### src/hdl/tmoc_pkg.sv
// What this block does
// - Each timer has a fourth compare_value register, 16 read/write bits.
// - With clock_gate_enable set the pin trigger is the pin ANDed with gate.
// - ext_trigger_select picks peripheral clock, 1 kHz, 32 kHz or the pin.
// - Timer 2 option bits 7..4 swap channels 4..1 from port A to port B.
// - The irq enable register holds channel 4..1 enables in bits 4..1.
// - It holds trigger enable in bit 6, update in bit 0, the rest read 0.
// - Option, irq enable and fourth compare registers reset to zero.
// - The pending register uses the same bit positions as the enables.
// - An input channel's compare_value loads the count on each capture; bus writes still store.
package tmoc_pkg;

    localparam logic [31:0] ADDR_T1_PENDING = 32'h4000A800;
    localparam logic [31:0] ADDR_T2_PENDING = 32'h4000A804;
    localparam logic [31:0] ADDR_T1_IRQ_EN  = 32'h4000A840;
    localparam logic [31:0] ADDR_T2_IRQ_EN  = 32'h4000A844;
    localparam logic [31:0] ADDR_T1_CCR4    = 32'h4000E040;
    localparam logic [31:0] ADDR_T1_OPT     = 32'h4000E050;
    localparam logic [31:0] ADDR_T2_CCR4    = 32'h4000F040;
    localparam logic [31:0] ADDR_T2_OPT     = 32'h4000F050;

    localparam int TRIG_SEL_LSB  = 0;
    localparam int CLK_GATE_BIT  = 2;
    localparam int OPT_RSVD_BIT  = 3;
    localparam int SWAP_LSB      = 4;
    localparam int CHANS         = 4;
    localparam int OPT_W         = 8;

    localparam int UPDATE_BIT    = 0;
    localparam int CHAN1_BIT     = 1;
    localparam int CHAN4_BIT     = 4;
    localparam int TRIGGER_BIT   = 6;
    localparam int IRQ_W         = 7;
    localparam int CCR_W         = 16;
    localparam int TIMERS        = 2;

    localparam logic [IRQ_W-1:0] IRQ_MASK   = 7'h5F;
    localparam logic [OPT_W-1:0] OPT1_MASK  = 8'h0F;
    localparam logic [OPT_W-1:0] OPT2_MASK  = 8'hFF;
    localparam logic [OPT_W-1:0] OPT_RESET  = 8'h00;
    localparam logic [IRQ_W-1:0] IRQ_RESET  = 7'h00;
    localparam logic [CCR_W-1:0] CCR_RESET  = 16'h0000;
    localparam logic [31:0]      RD_UNMAPPED = 32'h00000000;

    typedef enum logic [1:0] {
        TRIG_PCLK,
        TRIG_CAL_1KHZ,
        TRIG_REF_32KHZ,
        TRIG_EXT_PIN
    } tmoc_trig_t;

endpackage : tmoc_pkg

### src/hdl/tmoc_timer_regs.sv
`timescale 1ns/1ns
`default_nettype none
module tmoc_timer_regs
    import tmoc_pkg::*;
#(
    parameter logic [OPT_W-1:0] OPT_MASK = OPT1_MASK
) (
    input  wire logic             clock,
    input  wire logic             rst,
    input  wire logic             opt_wr,
    input  wire logic [OPT_W-1:0] opt_wdata,
    input  wire logic             cfg_wr,
    input  wire logic [IRQ_W-1:0] cfg_wdata,
    input  wire logic [IRQ_W-1:0] flag_clr,
    input  wire logic [IRQ_W-1:0] events,
    input  wire logic             ccr_wr,
    input  wire logic [CCR_W-1:0] ccr_wdata,
    input  wire logic             cap_evt,
    input  wire logic             cap_is_input,
    input  wire logic [CCR_W-1:0] count_value,
    output logic      [OPT_W-1:0] opt_q,
    output logic      [IRQ_W-1:0] cfg_q,
    output logic      [IRQ_W-1:0] flag_q,
    output logic      [CCR_W-1:0] ccr_q,
    output logic                  irq_req
);

    always_ff @(posedge clock or posedge rst) begin
        if (rst) begin
            opt_q <= OPT_RESET;
        end else if (opt_wr) begin
            // Reserved bit is stored as written; keeping it zero is software's
            opt_q <= opt_wdata & OPT_MASK;
        end
    end

    always_ff @(posedge clock or posedge rst) begin
        if (rst) begin
            cfg_q <= IRQ_RESET;
        end else if (cfg_wr) begin
            cfg_q <= cfg_wdata & IRQ_MASK;
        end
    end

    // Set wins over a same-cycle write-one-to-clear
    always_ff @(posedge clock or posedge rst) begin
        if (rst) begin
            flag_q <= IRQ_RESET;
        end else begin
            flag_q <= ((flag_q & ~flag_clr) | events) & IRQ_MASK;
        end
    end

    // Capture wins over a bus write so no captured count is lost
    always_ff @(posedge clock or posedge rst) begin
        if (rst) begin
            ccr_q <= CCR_RESET;
        end else if (cap_evt && cap_is_input) begin
            ccr_q <= count_value;
        end else if (ccr_wr) begin
            ccr_q <= ccr_wdata;
        end
    end

    assign irq_req = |(flag_q & cfg_q);

endmodule : tmoc_timer_regs
`default_nettype wire

### src/hdl/tmoc_top.sv
// The Avalon-MM slave port is this design's own decision.
`timescale 1ns/1ns
`default_nettype none
module tmoc_top
    import tmoc_pkg::*;
(
    input  wire logic             clock,
    input  wire logic             rst,
    input  wire logic [31:0]      avs_address,
    input  wire logic             avs_read,
    input  wire logic             avs_write,
    input  wire logic [31:0]      avs_writedata,
    input  wire logic [3:0]       avs_byteenable,
    output logic      [31:0]      avs_readdata,
    output logic                  avs_waitrequest,
    output logic                  irq,
    output logic                  timer1_irq_req,
    output logic                  timer2_irq_req,
    input  wire logic [IRQ_W-1:0] timer1_irq_events,
    input  wire logic [IRQ_W-1:0] timer2_irq_events,
    input  wire logic             timer1_capture4,
    input  wire logic             timer2_capture4,
    input  wire logic             timer1_chan4_is_input,
    input  wire logic             timer2_chan4_is_input,
    input  wire logic [CCR_W-1:0] timer1_count,
    input  wire logic [CCR_W-1:0] timer2_count,
    output logic      [CCR_W-1:0] timer1_compare_value,
    output logic      [CCR_W-1:0] timer2_compare_value,
    input  wire logic             cal_1khz_clock,
    input  wire logic             ref_32khz_clock,
    input  wire logic             timer1_ext_clock_pin,
    input  wire logic             timer1_gate_input,
    input  wire logic             timer2_ext_clock_pin,
    input  wire logic             timer2_gate_input,
    output logic                  timer1_trigger_tick,
    output logic                  timer2_trigger_tick,
    input  wire logic [CHANS-1:0] timer2_chan_pin_out,
    input  wire logic [CHANS-1:0] timer2_chan_pin_oe,
    output logic      [CHANS-1:0] timer2_chan_pin_in,
    input  wire logic [CHANS-1:0] port_a_chan_in,
    output logic      [CHANS-1:0] port_a_chan_out,
    output logic      [CHANS-1:0] port_a_chan_oe,
    input  wire logic [CHANS-1:0] port_b_chan_in,
    output logic      [CHANS-1:0] port_b_chan_out,
    output logic      [CHANS-1:0] port_b_chan_oe
);

    localparam int SYNC_W = 6 + 2 * CHANS;

    // Bus slave: one wait cycle, read data registered in that cycle
    logic        done_q;
    logic        req;
    logic        wr_acc;
    logic [31:0] be_mask;
    logic [31:0] rd_mux;
    logic [31:0] rd_q;

    assign req             = avs_read | avs_write;
    assign avs_waitrequest = req & ~done_q;
    assign wr_acc          = avs_write & done_q;
    assign avs_readdata    = rd_q;
    assign be_mask = {{8{avs_byteenable[3]}}, {8{avs_byteenable[2]}},
                      {8{avs_byteenable[1]}}, {8{avs_byteenable[0]}}};

    always_ff @(posedge clock or posedge rst) begin
        if (rst) begin
            done_q <= 1'b0;
        end else begin
            done_q <= req & ~done_q;
        end
    end

    always_ff @(posedge clock or posedge rst) begin
        if (rst) begin
            rd_q <= RD_UNMAPPED;
        end else if (avs_read && !done_q) begin
            rd_q <= rd_mux;
        end
    end

    logic [TIMERS-1:0][OPT_W-1:0] opt;
    logic [TIMERS-1:0][IRQ_W-1:0] cfg;
    logic [TIMERS-1:0][IRQ_W-1:0] flag;
    logic [TIMERS-1:0][CCR_W-1:0] ccr;
    logic [TIMERS-1:0]            irq_req;

    always_comb begin
        unique case (avs_address)
            ADDR_T1_PENDING: rd_mux = {25'h0000000, flag[0]};
            ADDR_T2_PENDING: rd_mux = {25'h0000000, flag[1]};
            ADDR_T1_IRQ_EN:  rd_mux = {25'h0000000, cfg[0]};
            ADDR_T2_IRQ_EN:  rd_mux = {25'h0000000, cfg[1]};
            ADDR_T1_CCR4:    rd_mux = {16'h0000, ccr[0]};
            ADDR_T2_CCR4:    rd_mux = {16'h0000, ccr[1]};
            ADDR_T1_OPT:     rd_mux = {24'h000000, opt[0]};
            ADDR_T2_OPT:     rd_mux = {24'h000000, opt[1]};
            default:         rd_mux = RD_UNMAPPED;
        endcase
    end

    // Byte-merged write values for option, enable and compare; pending gets a byte-masked clear
    logic [TIMERS-1:0][OPT_W-1:0] opt_wdata;
    logic [TIMERS-1:0][IRQ_W-1:0] cfg_wdata;
    logic [TIMERS-1:0][IRQ_W-1:0] flag_clr;
    logic [TIMERS-1:0][CCR_W-1:0] ccr_wdata;
    logic [TIMERS-1:0]            opt_wr;
    logic [TIMERS-1:0]            cfg_wr;
    logic [TIMERS-1:0]            ccr_wr;
    logic [TIMERS-1:0]            pend_wr;
    logic [TIMERS-1:0][IRQ_W-1:0] events;
    logic [TIMERS-1:0]            cap_evt;
    logic [TIMERS-1:0]            cap_is_input;
    logic [TIMERS-1:0][CCR_W-1:0] count_value;

    assign opt_wr  = {wr_acc && avs_address == ADDR_T2_OPT,
                      wr_acc && avs_address == ADDR_T1_OPT};
    assign cfg_wr  = {wr_acc && avs_address == ADDR_T2_IRQ_EN,
                      wr_acc && avs_address == ADDR_T1_IRQ_EN};
    assign ccr_wr  = {wr_acc && avs_address == ADDR_T2_CCR4,
                      wr_acc && avs_address == ADDR_T1_CCR4};
    assign pend_wr = {wr_acc && avs_address == ADDR_T2_PENDING,
                      wr_acc && avs_address == ADDR_T1_PENDING};

    assign events       = {timer2_irq_events, timer1_irq_events};
    assign cap_evt      = {timer2_capture4, timer1_capture4};
    assign cap_is_input = {timer2_chan4_is_input, timer1_chan4_is_input};
    assign count_value  = {timer2_count, timer1_count};

    genvar t;
    generate
        for (t = 0; t < TIMERS; t++) begin : g_timer
            logic [31:0] merged_opt;
            logic [31:0] merged_cfg;
            logic [31:0] merged_ccr;
            assign merged_opt = (avs_writedata & be_mask)
                              | ({24'h000000, opt[t]} & ~be_mask);
            assign merged_cfg = (avs_writedata & be_mask)
                              | ({25'h0000000, cfg[t]} & ~be_mask);
            assign merged_ccr = (avs_writedata & be_mask)
                              | ({16'h0000, ccr[t]} & ~be_mask);
            assign opt_wdata[t] = merged_opt[OPT_W-1:0];
            assign cfg_wdata[t] = merged_cfg[IRQ_W-1:0];
            assign ccr_wdata[t] = merged_ccr[CCR_W-1:0];
            assign flag_clr[t]  = pend_wr[t]
                                ? avs_writedata[IRQ_W-1:0] & be_mask[IRQ_W-1:0]
                                : IRQ_RESET;

            tmoc_timer_regs #(
                .OPT_MASK (t == 0 ? OPT1_MASK : OPT2_MASK)
            ) u_regs (
                .clock        (clock),
                .rst          (rst),
                .opt_wr       (opt_wr[t]),
                .opt_wdata    (opt_wdata[t]),
                .cfg_wr       (cfg_wr[t]),
                .cfg_wdata    (cfg_wdata[t]),
                .flag_clr     (flag_clr[t]),
                .events       (events[t]),
                .ccr_wr       (ccr_wr[t]),
                .ccr_wdata    (ccr_wdata[t]),
                .cap_evt      (cap_evt[t]),
                .cap_is_input (cap_is_input[t]),
                .count_value  (count_value[t]),
                .opt_q        (opt[t]),
                .cfg_q        (cfg[t]),
                .flag_q       (flag[t]),
                .ccr_q        (ccr[t]),
                .irq_req      (irq_req[t])
            );
        end
    endgenerate

    assign timer1_compare_value = ccr[0];
    assign timer2_compare_value = ccr[1];
    assign timer1_irq_req       = irq_req[0];
    assign timer2_irq_req       = irq_req[1];
    assign irq                  = |irq_req;

    // Two-stage synchronisers for every pin and foreign clock
    logic [SYNC_W-1:0] async_in;
    logic [SYNC_W-1:0] sync1_q;
    logic [SYNC_W-1:0] sync_s;

    assign async_in = {port_b_chan_in, port_a_chan_in,
                       timer2_gate_input, timer2_ext_clock_pin,
                       timer1_gate_input, timer1_ext_clock_pin,
                       ref_32khz_clock, cal_1khz_clock};

    genvar s;
    generate
        for (s = 0; s < SYNC_W; s++) begin : g_sync
            always_ff @(posedge clock or posedge rst) begin
                if (rst) begin
                    sync1_q[s] <= 1'b0;
                    sync_s[s]  <= 1'b0;
                end else begin
                    sync1_q[s] <= async_in[s];
                    sync_s[s]  <= sync1_q[s];
                end
            end
        end
    endgenerate

    // Trigger source per timer; slow clocks give one tick per rising edge
    logic [TIMERS-1:0] pin_s;
    logic [TIMERS-1:0] gate_s;
    logic [TIMERS-1:0] level;
    logic [TIMERS-1:0] level_q;
    logic [TIMERS-1:0] tick_q;
    logic [TIMERS-1:0] gate_en;
    tmoc_trig_t        trig_sel [TIMERS];

    assign pin_s  = {sync_s[4], sync_s[2]};
    assign gate_s = {sync_s[5], sync_s[3]};

    generate
        for (t = 0; t < TIMERS; t++) begin : g_trig
            assign trig_sel[t] = tmoc_trig_t'(opt[t][TRIG_SEL_LSB +: 2]);
            assign gate_en[t]  = opt[t][CLK_GATE_BIT];
            always_comb begin
                unique case (trig_sel[t])
                    TRIG_PCLK:      level[t] = 1'b1;
                    TRIG_CAL_1KHZ:  level[t] = sync_s[0];
                    TRIG_REF_32KHZ: level[t] = sync_s[1];
                    TRIG_EXT_PIN:   level[t] = pin_s[t]
                                    & (gate_s[t] | ~gate_en[t]);
                endcase
            end
            always_ff @(posedge clock or posedge rst) begin
                if (rst) begin
                    level_q[t] <= 1'b0;
                    tick_q[t]  <= 1'b0;
                end else begin
                    level_q[t] <= level[t];
                    // Peripheral clock ticks every cycle
                    tick_q[t]  <= (trig_sel[t] == TRIG_PCLK)
                                | (level[t] & ~level_q[t]);
                end
            end
        end
    endgenerate

    assign timer1_trigger_tick = tick_q[0];
    assign timer2_trigger_tick = tick_q[1];

    // Timer 2 channel routing; the unselected pin is released
    logic [CHANS-1:0] swap;
    logic [CHANS-1:0] pa_out_q;
    logic [CHANS-1:0] pa_oe_q;
    logic [CHANS-1:0] pb_out_q;
    logic [CHANS-1:0] pb_oe_q;
    logic [CHANS-1:0] ch_in_q;

    assign swap = opt[1][SWAP_LSB +: CHANS];

    genvar c;
    generate
        for (c = 0; c < CHANS; c++) begin : g_chan
            always_ff @(posedge clock or posedge rst) begin
                if (rst) begin
                    pa_out_q[c] <= 1'b0;
                    pa_oe_q[c]  <= 1'b0;
                    pb_out_q[c] <= 1'b0;
                    pb_oe_q[c]  <= 1'b0;
                    ch_in_q[c]  <= 1'b0;
                end else begin
                    pa_out_q[c] <= timer2_chan_pin_out[c];
                    pa_oe_q[c]  <= timer2_chan_pin_oe[c] & ~swap[c];
                    pb_out_q[c] <= timer2_chan_pin_out[c];
                    pb_oe_q[c]  <= timer2_chan_pin_oe[c] & swap[c];
                    ch_in_q[c]  <= swap[c] ? sync_s[6 + CHANS + c]
                                           : sync_s[6 + c];
                end
            end
        end
    endgenerate

    assign port_a_chan_out    = pa_out_q;
    assign port_a_chan_oe     = pa_oe_q;
    assign port_b_chan_out    = pb_out_q;
    assign port_b_chan_oe     = pb_oe_q;
    assign timer2_chan_pin_in = ch_in_q;
endmodule : tmoc_top
`default_nettype wire

### config.mk
export PLATFORM = sky130hd
export DESIGN_NAME = tmoc_top
export DESIGN_NICKNAME = d
export VERILOG_FILES = /design/src/hdl/tmoc_pkg.sv /design/src/hdl/tmoc_timer_regs.sv /design/src/hdl/tmoc_top.sv
export SDC_FILE = /design/constraint.sdc
export NUM_CORES = 1
export LEC_CHECK = 0
export BUFFER_PORTS_ARGS = -buffer_cell sky130_fd_sc_hd__buf_4
export CORE_ASPECT_RATIO = 1.1
export CORE_MARGIN = 3
export CORE_UTILIZATION = 25
export DETAILED_ROUTE_END_ITERATION = 10
export SLEW_MARGIN = 20
export SYNTH_ARGS = -nofsm -noshare
export SYNTH_HDL_FRONTEND = slang
export SYNTH_SLANG_ARGS = --single-unit
### constraint.sdc
create_clock -name clock -period 8.7 [get_ports clock]
set_input_delay 0.435 -clock clock [delete_from_list [all_inputs] [get_ports clock]]
set_output_delay 0.435 -clock clock [all_outputs]
set_load 0.05 [all_outputs]
== After elaboration in Yosys (flattened, before gate mapping) ==
Cells that the tools add are included.

* Input port bits: 144
* Word-level logic and storage cells: 155
* Bits in registers: 149

* Reduce and logical (&&, ||, !) cells: 19
* Bitwise gates (word level): 51
* Multiplexer cells: 13
* Equal/unequal tests: 14

{| class="wikitable"
|+ Operators by type and width
! cell !! number
|-
| $eq 32x31->1 const B || 8
|-
| $pmux 16 s8 || 1
|-
| $mux 16 || 4
|-
| $and 7x7->7 || 7
|-
| $and 16x16->16 || 3
|-
| $or 16x16->16 || 2
|-
| $or 7x7->7 || 4
|-
| $not 16->16 || 1
|-
| $and 1x1->1 || 14
|-
| $mux 7 || 2
|-
| $not 7->7 || 2
|-
| $reduce_or 14->1 || 1
|-
| $reduce_or 7->1 || 2
|-
| $logic_and 1x1->1 || 11
|-
| $not 1->1 || 9
|-
| $and 8x8->8 || 1
|-
| $eq 2x2->1 const B || 4
|-
| $or 8x8->8 || 1
|-
| $pmux 1 s4 || 2
|-
| $or 1x1->1 || 5
|-
| $and 4x4->4 || 1
|-
| $eq 2x1->1 const B || 2
|-
| $logic_not 2->1 || 2
|-
| $mux 1 || 4
|-
| 3 further kinds || 4
|}

== Logic depth before layout (Yosys ltp) ==
* Depth after elaboration: 6
* Mapped depth: 7

== Hierarchy ==
A second synthesis with hierarchy kept.

* Cell total of the unflattened synthesis: 667
* Area total of the unflattened synthesis: 6826.5 sq um

{| class="wikitable"
|+ Modules (own cells, without submodules)
! module !! area an instance (sq um) !! cells each !! times used
|-
| tmoc_top || 3778.6 || 416 || 1
|-
| tmoc_timer_regs at g_timer[1].u_regs || 1584.0 || 128 || 1
|-
| tmoc_timer_regs at g_timer[0].u_regs || 1463.9 || 123 || 1
|}

== Worst setup path after synthesis ==
No wires, ideal clock.

* Path kind: input -> register
* From: in avs_address[17]
* To: reg (tool-made name)
* Required time: 8.575 ns
* Data arrival time: 2.134 ns
* Library setup time: 0.125 ns
* Stages: 5
* Buffers on the path: 1
* Slack: 6.441 ns
* Path through: nor4_1 -> nand4_2 -> buf_6 -> nor4_4 -> mux2_2

{| class="wikitable"
|+ RTL lines
! element !! RTL line !! RTL
|-
| start: declaration || tmoc_top.sv:9 || <nowiki>input wire logic [31:0] avs_address,</nowiki>
|}

==> flow_summary.ini <==
[pwr]
p_leak_nw = 3.73
ir_worst_vdd_v = 0.000123
p_total_mw = 1.74
p_per_area_mw_per_mm2 = 209

[placed_design]
io_buffer_count = 197
gp_congestion = 0.812
dp_hpwl_mm = 14.2
postPlaceCellArea_mm2 = 0.00770

[clock_network]
cts_buffers = 17
holdBufCountCts = 0
cts_root_buffer = clkbuf_16
cts-resized-gates = 0
htreeDepth = 4
cts_setup_buffers = 0
cts_tree = built
clock_sinks = 133
clk_path_buf_depth = 2
clkTransAtPathRegs_ns = 0.06
insertion_delay_ns = 0.42

[final_layout]
nets = 868
area_growth_pct = 38.4
drive_above_1_share_pct = 40.7
final_area_mm2 = 0.00832
multi_input_area_mm2 = 0.00247
final-seq-area_mm2 = 0.00333
n_antenna_cell = 0
fill_cells = 2357

[synthesis]
post-synth-top-count-cell = dfrtp_1
netlist_top_cells_area = dfrtp_1 (55%), mux2_2 (7.7%), nand2_1 (3.4%), nor2_1 (3.1%), buf_4 (2.5%)
yosys.area.top_type = dfrtp_1
synth_cell_types = 48
synth-edff-count = 0
synthAdderAreaFrac_pct = 0
synth_common_cells = dfrtp_1 (133), nand2_1 (55), nor2_1 (49)
synthMuxAreaShare_pct = 11.1
syn_inst = 534
synth-seq-area-share_pct = 55.4
ys_seq_elements = 133
synthSimpleGateAreaFrac_pct = 16.9
synth_top_area_share_pct = 55.4
synth_compound_area_share_pct = 11.7
syn_area_per_cell_um2 = 11.3
async_flop_share_pct = 100
ys_warn_count = 0
synth_ff_type = dfrtp_1
synth_xor_area_share_pct = 0
synth_top_family_by_area = simple AND/OR/NAND/NOR gates
synth_area_mm2 = 0.00601

[global_route]
grt_util_all_layers_pct = 14.4
antenna_found_initial = 0
grt_max_degree = 78
grt_first_pass_wirelength_mm = 28.4
grt_remaining_overflow = 0
grt_pass1_vias = 4828

[routing]
drt_iter0_markers = 326
viasPerCell = 4.65
wl_per_cell_um = 18.0
drc = 0
routed_wl_mm = 18.7
dr.pass1.iters = 5
antenna_left = 0
vias = 4821

[run]
maxCapViolCount = 0

[sta]
skew_ns = 0.00934
setup_viol = 0
tightest_slew_ns = 0.931
maxSlewHeadroom_pct = 37.8
min_period_ns = 2.93
rsz0062_at_grt = no
setup_tns_ns = 0
fin_crit_sh_pct = 33.7
slew_viol_final = 0
finalHoldViolCount = 0
timing.fmax_mhz = 341

[floorplanning]
die_y_um = 169
core_mm2 = 0.0232
initial_core_util_pct = 25.9
die_area_mm2 = 0.0259
die-width_um = 154
ios = 234
num_rows = 58

[setup_path]
critPathTopFamily = simple AND/OR/NAND/NOR gates
crit_fanout = 24
cpPeakStageDelay_ns = 0.77
startpoint_type = primary input
crit_type = in2reg
cp.arrival_ns = 3.23
cp.required_ns = 9.00
path_cells = buf_4 > nor4_1 > nand4_2 > nor3_2 > a41oi_2 > mux2_2
endpoint_kind = flop
cp_slowest_cell = nand4_2
path_buf_inv = 1

[outcome]
status = finished, final reports clean

[worst_hold_path]
holdCritPathClass = in2async
==> final cells by class <==
type	count	share of cell area, %
inverters	6	0.331
clock buffers	21	5.65
clock inverters	11	1.52
multi-input cells	364	29.7
well taps	300	4.51
repair buffers	202	18.3
flip-flops and latches	133	40.0
==> cells in the final DEF (no fill, tap or decap), types with 16 or more instances in the layout <==
cell type	Yosys	layout
o21ai_0	30	30
nor2_1	49	49
nand3_1	25	25
nand2_1	55	55
mux2_2	41	41
clkbuf_16	0	17
a21oi_1	28	28
buf_4	20	201
dfrtp_1	133	133
conb_1	1	16
==> power by group <==
| part | internal [mW] | total, mW | switching [mW] |
|---|---|---|---|
| registers | 0.657 | 0.684 | 0.0271 |
| logic | 0.110 | 0.332 | 0.222 |
| clock network | 0.445 | 0.721 | 0.276 |
==> routing by layer <==
metal  track usage [%]  part of all wire, %  vias to the layer above
met4              4.34                  1.2                        0
met1              19.0                   43                     2356
met3              3.99                  7.2                       18
met2              23.1                   48                      191
li1                  -                    -                     2256
met5                 0                    0                        -
==> logic make-up after synthesis <==
kind of cell           count (synthesis)
multiplexers                          54
AO/OA/AOI/OAI                        108
buffers and inverters                 52
AND/OR/NAND/NOR                      186
other                                  1
flip-flops                           133
==> worst paths after layout <==
kind	slack (ns)	depth (start not counted)	end	start
worst max-delay path	5.77	6	flop	avs_address[25]
worst min-delay path	0.07	2	port_a_chan_oe[3]	rst
worst max register to register	6.43	3	flop	done_q
worst min register to register	0.35	0	sync_s[7]	sync1_q[7]
max in group asynchronous	7.52	3	asynchronous set/reset pin	rst
min in group clock	0.12	1	sync1_q[3]	timer1_gate_input
==> through the flow <==
step           setup slack (ns)  instances  util [%]  hold slack, ns
2_1_floorplan              4.71        549         -           0.331
3_3_place_gp               5.42       1005      33.2           0.332
3_5_place_dp               5.38       1005      33.2           0.335
4_1_cts                    5.81       1037      35.7          0.0771
5_1_grt                    5.56       1037      35.8          0.0980
6_report                   5.77       1037      35.8          0.0676
Power figures use the tool's default switching activity.
